## src/logic/ppos_params.svh

```systemverilog
`ifndef PPOS_PARAMS_SVH
`define PPOS_PARAMS_SVH
`define PPOS_CLK_NS 10
`define PPOS_TICK_NS 1000000
`define PPOS_ADDR_LOCKOUT 16'h30e1
`define PPOS_ADDR_MINWIDTH 16'h30ea
`define PPOS_ADDR_WINDOW 16'h30eb
`define PPOS_ADDR_SPLITEN 16'h3c48
`define PPOS_ADDR_SEL3 16'h416e
`define PPOS_ADDR_SEL4 16'h416f
`define PPOS_ADDR_TIMEOUT 16'h4171
`define PPOS_ADDR_TOGGLE 16'h4176
`define PPOS_RST_LOCKOUT 8'h0a
`define PPOS_RST_WINDOW 8'h14
`define PPOS_RST_MINWIDTH 4'h5
`define PPOS_RST_SPLITEN 2'h0
`define PPOS_RST_SEL 8'h00
`define PPOS_RST_TIMEOUT 3'h5
`define PPOS_RST_TOGGLE 8'h05
`define PPOS_BIT_SPLIT3 5
`define PPOS_BIT_SPLIT4 6
`define PPOS_SEL3_A 8'h42
`define PPOS_SEL3_B 8'h05
`define PPOS_SEL4_A 8'h06
`define PPOS_SEL4_B 8'h04
`define PPOS_TO_MS_1 12'h064
`define PPOS_TO_MS_2 12'h0fa
`define PPOS_TO_MS_3 12'h1f4
`define PPOS_TO_MS_4 12'h2ee
`define PPOS_TO_MS_5 12'h3e8
`define PPOS_TO_MS_6 12'h7d0
`define PPOS_TOGGLE_BASE_MS 12'h15e
`define PPOS_TOGGLE_STEP_MS 12'h00a
`endif

```

## src/logic/ppos_pkg.sv

```systemverilog
package ppos_pkg;
  typedef enum logic [2:0] {
    PPOS_SPL_IDLE = 3'b001,
    PPOS_SPL_RUN = 3'b010,
    PPOS_SPL_TOGGLE = 3'b100
  } ppos_spl_e_t;

  typedef struct packed {
    logic pwr;
    logic [7:0] lockCnt;
    logic [3:0] lowMs;
    logic [7:0] winCnt;
    logic prevLow;
    logic ocEvent;
    logic ocStatus;
  } ppos_oc_t;

  typedef struct packed {
    ppos_spl_e_t st;
    logic [11:0] cnt;
    logic drive;
    logic pinLevel;
  } ppos_split_t;

  typedef struct packed {
    logic [7:0] lockout;
    logic [7:0] window;
    logic [3:0] minWidth;
    logic [1:0] splitEn;
    logic [7:0] sel3;
    logic [7:0] sel4;
    logic [2:0] timeout;
    logic [7:0] toggle;
  } ppos_regs_t;
endpackage

```

## src/logic/ppos_port_power.sv

```systemverilog
`include "ppos_params.svh"

// What this block does
// - two low groupings within window flag overcurrent
// - window register resets to 20 ms
// - ignore pin during lockout after power on
// - lockout register resets to 10 ms
// - power off drives pin low, pull-up off
// - power on releases driver, enables pull-up
// - low pin while powered means overcurrent
// - split accepted only on ports 3, 4
// - split configured before normal hub operation
// - split adds separate superspeed power gpio pin
// - split power pin is output only
// - port 3 select picks gpio option
// - port 4 select picks gpio option
// - enable bits 5, 6; reset zero
// - no valid link for timeout toggles pin
// - link timer restarts after every timeout
// - single pulse width 0 to 15 ms
// - double detection only while powered and sampled
// - link timeout code table, default 1 s
// - toggle low 350 ms plus 10 ms steps
module ppos_port_power
  import ppos_pkg::*;
#(
  parameter int NUM_PORTS = 4,
  parameter int TICK_CYCLES = `PPOS_TICK_NS / `PPOS_CLK_NS
) (
  input wire logic clk,
  input wire logic rst,
  input wire logic hubRunning,
  input wire logic cfgWrite,
  input wire logic [15:0] cfgAddr,
  input wire logic [7:0] cfgWrData,
  output logic [7:0] cfgRdData,
  input wire logic [NUM_PORTS-1:0] portPowerOn,
  input wire logic [NUM_PORTS-1:0] portPowerSensePinIn,
  output logic [NUM_PORTS-1:0] portPowerSensePinOut,
  output logic [NUM_PORTS-1:0] portPowerSensePinOe,
  output logic [NUM_PORTS-1:0] portPullupEn,
  output logic [NUM_PORTS-1:0] overcurrentEvent,
  output logic [NUM_PORTS-1:0] overcurrentStatus,
  input wire logic [1:0] superspeedLinkValid,
  output logic splitPinPort3OptA,
  output logic splitPinPort3OptAOe,
  output logic splitPinPort3OptB,
  output logic splitPinPort3OptBOe,
  output logic splitPinPort4OptA,
  output logic splitPinPort4OptAOe,
  output logic splitPinPort4OptB,
  output logic splitPinPort4OptBOe
);
  localparam int TW = $clog2(TICK_CYCLES + 1);

  typedef struct packed {
    logic [TW-1:0] tickCnt;
    logic tick;
    ppos_regs_t regs;
    logic [7:0] rdData;
    ppos_oc_t [NUM_PORTS-1:0] oc;
    ppos_split_t [1:0] spl;
  } ppos_state_t;

  ppos_state_t state_reg;
  ppos_state_t state_next;

  function automatic logic [11:0] timeoutMs(input logic [2:0] code);
    unique case (code)
      3'h1: return `PPOS_TO_MS_1;
      3'h2: return `PPOS_TO_MS_2;
      3'h3: return `PPOS_TO_MS_3;
      3'h4: return `PPOS_TO_MS_4;
      3'h5: return `PPOS_TO_MS_5;
      3'h6: return `PPOS_TO_MS_6;
      default: return 12'h000; // reserved code behaves as never toggle
    endcase
  endfunction

  always_comb begin
    logic low;
    logic sensing;
    logic detect;
    logic active;
    logic [11:0] lim;
    logic [11:0] togMs;
    low = 1'b0;
    sensing = 1'b0;
    detect = 1'b0;
    active = 1'b0;
    lim = timeoutMs(state_reg.regs.timeout);
    togMs = `PPOS_TOGGLE_BASE_MS + `PPOS_TOGGLE_STEP_MS * {4'h0, state_reg.regs.toggle};
    state_next = state_reg;
    // common millisecond enable
    if (state_reg.tickCnt == TW'(TICK_CYCLES - 1)) begin
      state_next.tickCnt = '0;
      state_next.tick = 1'b1;
    end else begin
      state_next.tickCnt = state_reg.tickCnt + 1'b1;
      state_next.tick = 1'b0;
    end
    if (cfgWrite) begin
      unique case (cfgAddr)
        `PPOS_ADDR_LOCKOUT: state_next.regs.lockout = cfgWrData;
        `PPOS_ADDR_WINDOW: state_next.regs.window = cfgWrData;
        `PPOS_ADDR_MINWIDTH: state_next.regs.minWidth = cfgWrData[3:0];
        `PPOS_ADDR_SPLITEN: begin
          // only the port 3 and 4 bits exist; no other port can split
          if (!hubRunning) begin
            state_next.regs.splitEn = {cfgWrData[`PPOS_BIT_SPLIT4],
                                       cfgWrData[`PPOS_BIT_SPLIT3]};
          end
        end
        `PPOS_ADDR_SEL3: if (!hubRunning) state_next.regs.sel3 = cfgWrData;
        `PPOS_ADDR_SEL4: if (!hubRunning) state_next.regs.sel4 = cfgWrData;
        `PPOS_ADDR_TIMEOUT: state_next.regs.timeout = cfgWrData[2:0];
        `PPOS_ADDR_TOGGLE: state_next.regs.toggle = cfgWrData;
        default: ;
      endcase
    end
    unique case (cfgAddr)
      `PPOS_ADDR_LOCKOUT: state_next.rdData = state_reg.regs.lockout;
      `PPOS_ADDR_WINDOW: state_next.rdData = state_reg.regs.window;
      `PPOS_ADDR_MINWIDTH: state_next.rdData = {4'h0, state_reg.regs.minWidth};
      `PPOS_ADDR_SPLITEN: state_next.rdData = {1'b0, state_reg.regs.splitEn, 5'h00};
      `PPOS_ADDR_SEL3: state_next.rdData = state_reg.regs.sel3;
      `PPOS_ADDR_SEL4: state_next.rdData = state_reg.regs.sel4;
      `PPOS_ADDR_TIMEOUT: state_next.rdData = {5'h00, state_reg.regs.timeout};
      `PPOS_ADDR_TOGGLE: state_next.rdData = state_reg.regs.toggle;
      default: state_next.rdData = 8'h00;
    endcase
    for (int p = 0; p < NUM_PORTS; p++) begin
      state_next.oc[p].ocEvent = 1'b0;
      state_next.oc[p].pwr = portPowerOn[p];
      if (!state_reg.oc[p].pwr) state_next.oc[p].ocStatus = 1'b0;
      // a zero lockout value would leave no settling time at all
      if (portPowerOn[p] && !state_reg.oc[p].pwr) begin
        state_next.oc[p].lockCnt = state_reg.regs.lockout;
      end else if (state_reg.tick && state_reg.oc[p].lockCnt != 8'h00) begin
        state_next.oc[p].lockCnt = state_reg.oc[p].lockCnt - 8'h01;
      end
      sensing = state_reg.oc[p].pwr && state_reg.oc[p].lockCnt == 8'h00;
      if (!sensing) begin
        state_next.oc[p].lowMs = 4'h0;
        state_next.oc[p].winCnt = 8'h00;
        state_next.oc[p].prevLow = 1'b0;
      end else begin
        low = !portPowerSensePinIn[p];
        detect = 1'b0;
        state_next.oc[p].prevLow = low;
        if (low) begin
          if (state_reg.oc[p].lowMs >= state_reg.regs.minWidth) begin
            detect = 1'b1;
          end else if (state_reg.tick) begin
            state_next.oc[p].lowMs = state_reg.oc[p].lowMs + 4'h1;
          end
        end else begin
          state_next.oc[p].lowMs = 4'h0;
        end
        if (state_reg.tick && state_reg.oc[p].winCnt != 8'h00) begin
          state_next.oc[p].winCnt = state_reg.oc[p].winCnt - 8'h01;
        end
        if (low && !state_reg.oc[p].prevLow) begin
          if (state_reg.oc[p].winCnt != 8'h00) begin
            detect = 1'b1;
          end else begin
            state_next.oc[p].winCnt = state_reg.regs.window;
          end
        end
        if (detect && !state_reg.oc[p].ocStatus) begin
          state_next.oc[p].ocEvent = 1'b1;
          state_next.oc[p].ocStatus = 1'b1;
        end
      end
    end
    for (int j = 0; j < 2; j++) begin
      active = hubRunning && state_reg.regs.splitEn[j];
      state_next.spl[j].drive = active;
      unique case (state_reg.spl[j].st)
        PPOS_SPL_IDLE: begin
          state_next.spl[j].cnt = 12'h000;
          if (active && lim != 12'h000) state_next.spl[j].st = PPOS_SPL_RUN;
        end
        PPOS_SPL_RUN: begin
          if (!active || lim == 12'h000) begin
            state_next.spl[j].st = PPOS_SPL_IDLE;
            state_next.spl[j].cnt = 12'h000;
          end else if (superspeedLinkValid[j]) begin
            state_next.spl[j].cnt = 12'h000;
          end else if (state_reg.tick) begin
            if (state_reg.spl[j].cnt + 12'h001 >= lim) begin
              state_next.spl[j].st = PPOS_SPL_TOGGLE;
              state_next.spl[j].cnt = 12'h000;
            end else begin
              state_next.spl[j].cnt = state_reg.spl[j].cnt + 12'h001;
            end
          end
        end
        PPOS_SPL_TOGGLE: begin
          if (!active) begin
            state_next.spl[j].st = PPOS_SPL_IDLE;
            state_next.spl[j].cnt = 12'h000;
          end else if (state_reg.tick) begin
            if (state_reg.spl[j].cnt + 12'h001 >= togMs) begin
              state_next.spl[j].st = PPOS_SPL_RUN;
              state_next.spl[j].cnt = 12'h000;
            end else begin
              state_next.spl[j].cnt = state_reg.spl[j].cnt + 12'h001;
            end
          end
        end
        default: begin
          state_next.spl[j].st = PPOS_SPL_IDLE;
          state_next.spl[j].cnt = 12'h000;
        end
      endcase
      // superspeed power follows port power except while toggled off
      state_next.spl[j].pinLevel = active && portPowerOn[2 + j] &&
                                   state_next.spl[j].st != PPOS_SPL_TOGGLE;
    end
  end

  always_ff @(posedge clk) begin
    if (rst) begin
      state_reg <= '0;
      state_reg.regs.lockout <= `PPOS_RST_LOCKOUT;
      state_reg.regs.window <= `PPOS_RST_WINDOW;
      state_reg.regs.minWidth <= `PPOS_RST_MINWIDTH;
      state_reg.regs.splitEn <= `PPOS_RST_SPLITEN;
      state_reg.regs.sel3 <= `PPOS_RST_SEL;
      state_reg.regs.sel4 <= `PPOS_RST_SEL;
      state_reg.regs.timeout <= `PPOS_RST_TIMEOUT;
      state_reg.regs.toggle <= `PPOS_RST_TOGGLE;
      for (int j = 0; j < 2; j++) state_reg.spl[j].st <= PPOS_SPL_IDLE;
    end else begin
      state_reg <= state_next;
    end
  end

  assign cfgRdData = state_reg.rdData;
  for (genvar p = 0; p < NUM_PORTS; p++) begin : g_pin
    assign portPowerSensePinOut[p] = 1'b0;
    assign portPowerSensePinOe[p] = !state_reg.oc[p].pwr;
    assign portPullupEn[p] = state_reg.oc[p].pwr;
    assign overcurrentEvent[p] = state_reg.oc[p].ocEvent;
    assign overcurrentStatus[p] = state_reg.oc[p].ocStatus;
  end
  // split pins have no input path, so no sensing there
  assign splitPinPort3OptA = state_reg.spl[0].pinLevel;
  assign splitPinPort3OptB = state_reg.spl[0].pinLevel;
  assign splitPinPort4OptA = state_reg.spl[1].pinLevel;
  assign splitPinPort4OptB = state_reg.spl[1].pinLevel;
  assign splitPinPort3OptAOe = state_reg.spl[0].drive && state_reg.regs.sel3 == `PPOS_SEL3_A;
  assign splitPinPort3OptBOe = state_reg.spl[0].drive && state_reg.regs.sel3 == `PPOS_SEL3_B;
  assign splitPinPort4OptAOe = state_reg.spl[1].drive && state_reg.regs.sel4 == `PPOS_SEL4_A;
  assign splitPinPort4OptBOe = state_reg.spl[1].drive && state_reg.regs.sel4 == `PPOS_SEL4_B;

  for (genvar p = 0; p < NUM_PORTS; p++) begin : g_chk

  end
  for (genvar j = 0; j < 2; j++) begin : g_spl

  end
endmodule

```

## config.mk

```make
export PLATFORM = sky130hd
export DESIGN_NAME = ppos_port_power
export DESIGN_NICKNAME = d
export VERILOG_FILES = /design/src/logic/ppos_pkg.sv /design/src/logic/ppos_port_power.sv
export VERILOG_INCLUDE_DIRS = /design/src /design/src/logic
export SDC_FILE = /design/constraint.sdc
export NUM_CORES = 1
export LEC_CHECK = 0
export ABC_AREA = 0
export BUFFER_PORTS_ARGS = -buffer_cell sky130_fd_sc_hd__clkbuf_2
export CAP_MARGIN = 10
export CORE_ASPECT_RATIO = 0.9
export CORE_MARGIN = 3
export CORE_UTILIZATION = 65
export DETAILED_ROUTE_END_ITERATION = 8
export HOLD_SLACK_MARGIN = 0.05
export MAX_ROUTING_LAYER = met4
export PLACE_DENSITY = 0.85
export SYNTH_ARGS = -nofsm -noshare
export SYNTH_HDL_FRONTEND = slang
export SYNTH_SLANG_ARGS = --single-unit
export TNS_END_PERCENT = 20
```

## constraint.sdc

```tcl
create_clock -name clk -period 8.7 [get_ports clk]
set_input_delay 2.175 -clock clk [delete_from_list [all_inputs] [get_ports clk]]
set_output_delay 2.175 -clock clk [all_outputs]
set_load 0.005 [all_outputs]
```

* Word-level counts from Yosys, hierarchy flattened *
Cells that the tools add are included.

word-level totals
  bits in registers = 205
  input port bits = 38
  output and inout bits = 36
  logic and storage cells = 288

operators by class
  $add $sub $neg = 16
  multiply operators = 1
  $lt $le $gt $ge = 8
  equal/unequal tests = 31
  muxes and demuxes = 79
  bitwise operators = 9
  reduce and logical (&&, ||, !) cells = 97

operator list
  kind                     count
  $mux W8                  20
  $mux W15                 8
  $pmux W15 S3             2
  $mux W12                 6
  $pmux W11 S6             1
  $eq A16 B14 Y1 const B   4
  $eq A16 B15 Y1 const B   4
  $pmux W8 S8              1
  $reduce_bool A8 Y1       8
  $sub A8 B1 Y8 const B    8
  $ge A12 B12 Y1           4
  $logic_and A1 B1 Y1      36
  $logic_not A8 Y1         4
  $mux W1                  29
  $add A12 B1 Y12 const B  2
  $eq A8 B3 Y1 const B     3
  $mux W3                  8
  $reduce_and A2 Y1        11
  $logic_not A1 Y1         18
  $add A17 B1 Y17 const B  1
  $eq A17 B17 Y1 const B   1
  $add A4 B1 Y4 const B    4
  $ge A4 B4 Y1             4
  $eq A3 B3 Y1 const B     5
  16 further kinds         49

* Longest topological paths before layout *
  word-level depth = 10
  mapped depth = 17
  depth with buffers taken out = 16

* Worst setup path before layout *
Ideal clock, no wire load.

  kind = in2reg
  start = input port cfgAddr[7]
  end = register state_reg[149] in the netlist's numbering
  library setup time = 0.128 ns
  arrival time = 4.101 ns
  data required time = 8.572 ns
  slack = 4.472 ns
  cell stages on the path = 9
  buffers on the path = 2
  path through = nor4b_1 -> nor4bb_1 -> and4_1 -> and3_1 -> clkbuf_1 -> and3b_1 -> clkbuf_1 -> mux2i_1 -> nor2_1

between the ends
  longest elaborated chain between the ends = 2

RTL lines
  element                      line                    RTL
  from (decl)                  ppos_port_power.sv:34   input wire logic [15:0] cfgAddr,
  $eq A16 B15 Y1               ppos_port_power.sv:103  unique case (cfgAddr)
  $reduce_and A3 Y1 (no line)  -
  to (signal assigned)         ppos_port_power.sv:236  state_reg <= state_next;
  to (decl)                    ppos_port_power.sv:65   ppos_state_t state_reg;

No other way between the ends.
A chain may end at the register's enable or synchronous reset.

* Worst setup path after layout *
  start = register state_reg[139] in the netlist's numbering
  end = register state_reg[9] in the netlist's numbering

between the ends
  longest elaborated chain between the ends = 7

RTL lines
  element                    line                    RTL
  $mul A3 B8 Y11 (no line)   -
  $add A9 B12 Y12 (no line)  -
  $ge A12 B12 Y1             ppos_port_power.sv:204  if (state_reg.spl[j].cnt + 12'h001 >= togMs) begin
  $mux W12                   ppos_port_power.sv:204
  $mux W15                   ppos_port_power.sv:203  end else if (state_reg.tick) begin
  $mux W15                   ppos_port_power.sv:200  if (!active) begin
  $pmux W15 S3               ppos_port_power.sv:179  unique case (state_reg.spl[j].st)

No other way between the ends. The select of a mux whose other input is x is not followed.

==> impl_metrics.yaml <==
setup_path:
  cpPeakStageDelay_ns: 0.42
  cp_max_fo: 11
  crit_type: "reg2reg"
  worst-path-buf-inv: 0
  arrival_ns: 4.82
  cp_slowest_cell: "dfxtp_1"
  required_ns: 9.11
  path_cells: "ha_1 -> ha_1 -> fa_1 -> a21o_2 -> a211oi_1 -> nor2_1 -> xnor2_1 -> ha_1 -> o2111a_1 -> o21ai_0 -> o211ai_1 -> o2111ai_1 -> nand3_1 -> o32a_1 -> o21ai_0 -> a21o_1"
  cp-end-kind: "flop"
  critical_path.top_delay_family: "compound AO/OA/AOI/OAI gates"
  cpMostUsedCell: "ha_1"
  cp-start-kind: "flop"
grt:
  grt_pass1_vias: 9475
  grt-ovfl-total: 0
  antenna_found_initial: 0
  grt_pass1_wl_um: 46800
  grt_start_max_net_pins: 64
  met1_usage_pct: 41.3
  met3_usage_pct: 4.61
  use_met2_pct: 44.0
  grt-busiest-layer: "met2"
  track_usage_pct: 29.6
floorplanning:
  dieArea_um2: 19400
  num_rows: 45
  ioPinCount: 74
  core_region_area_um2: 17100
  die_w_um: 146
  start_util_pct: 67.4
  die_h_um: 132
layout:
  num-fill-cells: 1297
  area_delta_synth_final_pct: 9.46
  drive_gt1_share_pct: 9.90
  design_area_um2: 12600
  insertedDiodeCount: 0
  multi_input_comb_area_um2: 6860
  post-route-util_pct: 73.7
  regArea_um2: 4100
  largest_reg_flops: 183
  fin_nets: 1550
placed_design:
  portBuffers: 69
  place_hpwl_um: 20500
  postPlaceCellArea_um2: 11800
  finalWeightedCongestion: 0.889
timing:
  fin_crit_ns: 4.41
  max_slew_margin_pct: 22.5
  timing.hold.ws_ns: 0.447
  finalMaxSlewViolations: 0
  finalClockSkew_ns: 0.0144
  rsz0062_at_grt: "false"
  hold_viol_final: 0
  finalSetupViolations: 0
  fin_crit_sh_pct: 50.7
  worst_pin_slew_ns: 1.15
  fmax_ghz: 0.227
  fin_tns_setup_ns: 0
min_path:
  hold_path_class: "reg2reg"
routing:
  wl_um: 28600
  via_per_inst: 6.10
  drt_first_pass_iters: 9
  vias: 10184
  route.detailed.drc: 0
  drtIter0Drc: 981
  wl_per_cell_um: 17.1
  ant_nets: 0
job:
  cap_violations: 0
clock_tree:
  cts.sinks: 205
  clk_latency_ns: 0.51
  cts_hold_buf: 0
  postCtsSetupRepairBufs: 0
  root_buffer: "clkbuf_16"
  ctsResizeCount: 0
  clock_path_buffers: 3
  cts_tree: "yes"
  cts_buffers: 22
  htreeDepth: 1
  clkSlewWorstSetupHoldPaths_ns: 0.07
yosys:
  netlist_instances: 1392
  synth_top_area_share_pct: 35.6
  ys_ff_latch: 205
  yosysWarnings: 0
  synth_area_leader_cell: "dfxtp_1"
  ys_seq_area_share_pct: 35.6
  synth.distinct_cells: 71
  synth_area_leaders: "dfxtp_1 (36%), ha_1 (10%), nor2_1 (5.3%)"
  synthesis.area_um2: 11500
  synth_edf_count: 0
  async_flop_share_pct: 0
  avgSynthCellArea_um2: 8.28
  synth-main-ff-cell: "dfxtp_1"
pwr:
  power_frac_comb_pct: 4.3
  peakVddDrop_uv: 140
  leakagePower_nw: 5.23
  power.density_nw_per_um2: 162
  power_switching_mw: 0.457
  fin_total_pwr_mw: 2.04
  pwr-share-clk_pct: 48.6
  swShare_pct: 22.4
  internal_power_mw: 1.59
  power_frac_seq_pct: 47.2
outcome:
  status: "complete, no violations"
Yosys cell counts, drive strengths merged (3+ instances only):
| master | instances |
|---|---|
| nor4b | 4 |
| a22o | 5 |
| a211oi | 27 |
| nand2b | 20 |
| a2111oi | 3 |
| a21oi | 80 |
| ha | 92 |
| or2 | 12 |
| and3b | 3 |
| nand2 | 158 |
| o2111ai | 5 |
| a22oi | 8 |
| nand3 | 65 |
| nand3b | 4 |
| and3 | 11 |
| nand4 | 8 |
| nor2b | 5 |
| a31oi | 16 |
| inv | 56 |
| a31o | 5 |
| a21boi | 3 |
| a21o | 24 |
| buf | 28 |
| dfxtp | 205 |
| o32a | 3 |
| clkbuf | 46 |
| xnor2 | 43 |
| or3 | 24 |
| o211ai | 4 |
| and2 | 11 |
| o21ai | 47 |
| mux2i | 36 |
| nor4 | 35 |
| o31ai | 3 |
| o21a | 4 |
| or4 | 4 |
| a311oi | 7 |
| nor3 | 23 |
| a222oi | 10 |
| nor3b | 12 |
| nor2 | 164 |
| xor2 | 43 |
worst paths after layout:
| check | startpoint | to | slack [ns] | depth (start not counted) |
|---|---|---|---|---|
| max | state_reg[139]$_SDFFE_PP0P_ | state_reg[9]$_SDFFE_PP0P_ | 4.29 | 16 |
| min | state_reg[188]$_SDFF_PP0_ | state_reg[188]$_SDFF_PP0_ | 0.45 | 1 |
| max reg2reg | state_reg[139]$_SDFFE_PP0P_ | state_reg[9]$_SDFFE_PP0P_ | 4.29 | 16 |
| min reg2reg | state_reg[188]$_SDFF_PP0_ | state_reg[188]$_SDFF_PP0_ | 0.45 | 1 |
cell type report:
class / instances / share of cell area [%]
multi-input combinational: 1060 / 54.3
sequential: 205 / 32.5
clock buffer: 28 / 5.03
timing repair buffer: 74 / 3.03
tap: 235 / 2.33
inverter: 56 / 1.67
clock inverter: 11 / 1.10
kinds of logic after synthesis:
kind of cell	share of synthesized area (%)
AND/OR/NAND/NOR	24.0
adder cells (fa/ha/maj)	10.3
flip-flops	35.6
buffers and inverters	5.09
XOR/XNOR	6.53
other	0.0325
AO/OA/AOI/OAI	15.4
multiplexers	3.13
cells in the final DEF (no fill, tap or decap), types with 22 or more instances in the layout:
master / instances
clkbuf_2: 69
a21o_1: 23
xnor2_1: 43
a211oi_1: 27
nand2_1: 158
nor4_1: 34
nor2_1: 164
o21ai_0: 41
xor2_1: 43
ha_1: 92
nand3_1: 65
mux2i_1: 36
inv_1: 56
a21oi_1: 79
dfxtp_1: 205
clkbuf_16: 23
or3_1: 24
nor3_1: 22
power by group through the flow:
stage | clock (mW) | sequential [mW] | combinational [mW]
CTS | 1.00 | 0.964 | 0.0862
finish | 0.993 | 0.964 | 0.0869
global placement | 0 | 0.984 | 0.0832
detailed placement | 0 | 0.984 | 0.0854
global route | 1.04 | 0.965 | 0.0967
floorplan | 0 | 0.981 | 0.0573
routing by layer:
metal | up-vias | wire, um | share of wire, %
li1 | 4971 | - | -
met1 | 4701 | 12900 | 45
met2 | 434 | 12200 | 43
met3 | 78 | 2460 | 8.6
met4 | 0 | 1050 | 3.7
met5 | - | 0 | 0
worst register-to-register path: stages, from the launching register on:
cell and delay [ns]:
dfxtp_1 0.42, ha_1 0.27, ha_1 0.22, fa_1 0.42, a21o_2 0.23, a211oi_1 0.39, nor2_1 0.10, xnor2_1 0.35
ha_1 0.27, o2111a_1 0.20, o21ai_0 0.07, o211ai_1 0.33, o2111ai_1 0.14, nand3_1 0.18, o32a_1 0.39, o21ai_0 0.14
a21o_1 0.20
stage by stage:
stage / cells / worst slack [ns]
finish: 1669 / 4.29
global route: 1669 / 3.92
CTS: 1669 / 4.34
detailed placement: 1630 / 3.99
global placement: 1630 / 4.06
floorplan: 1395 / 4.47
No activity file was read; power rests on OpenSTA's default activity.
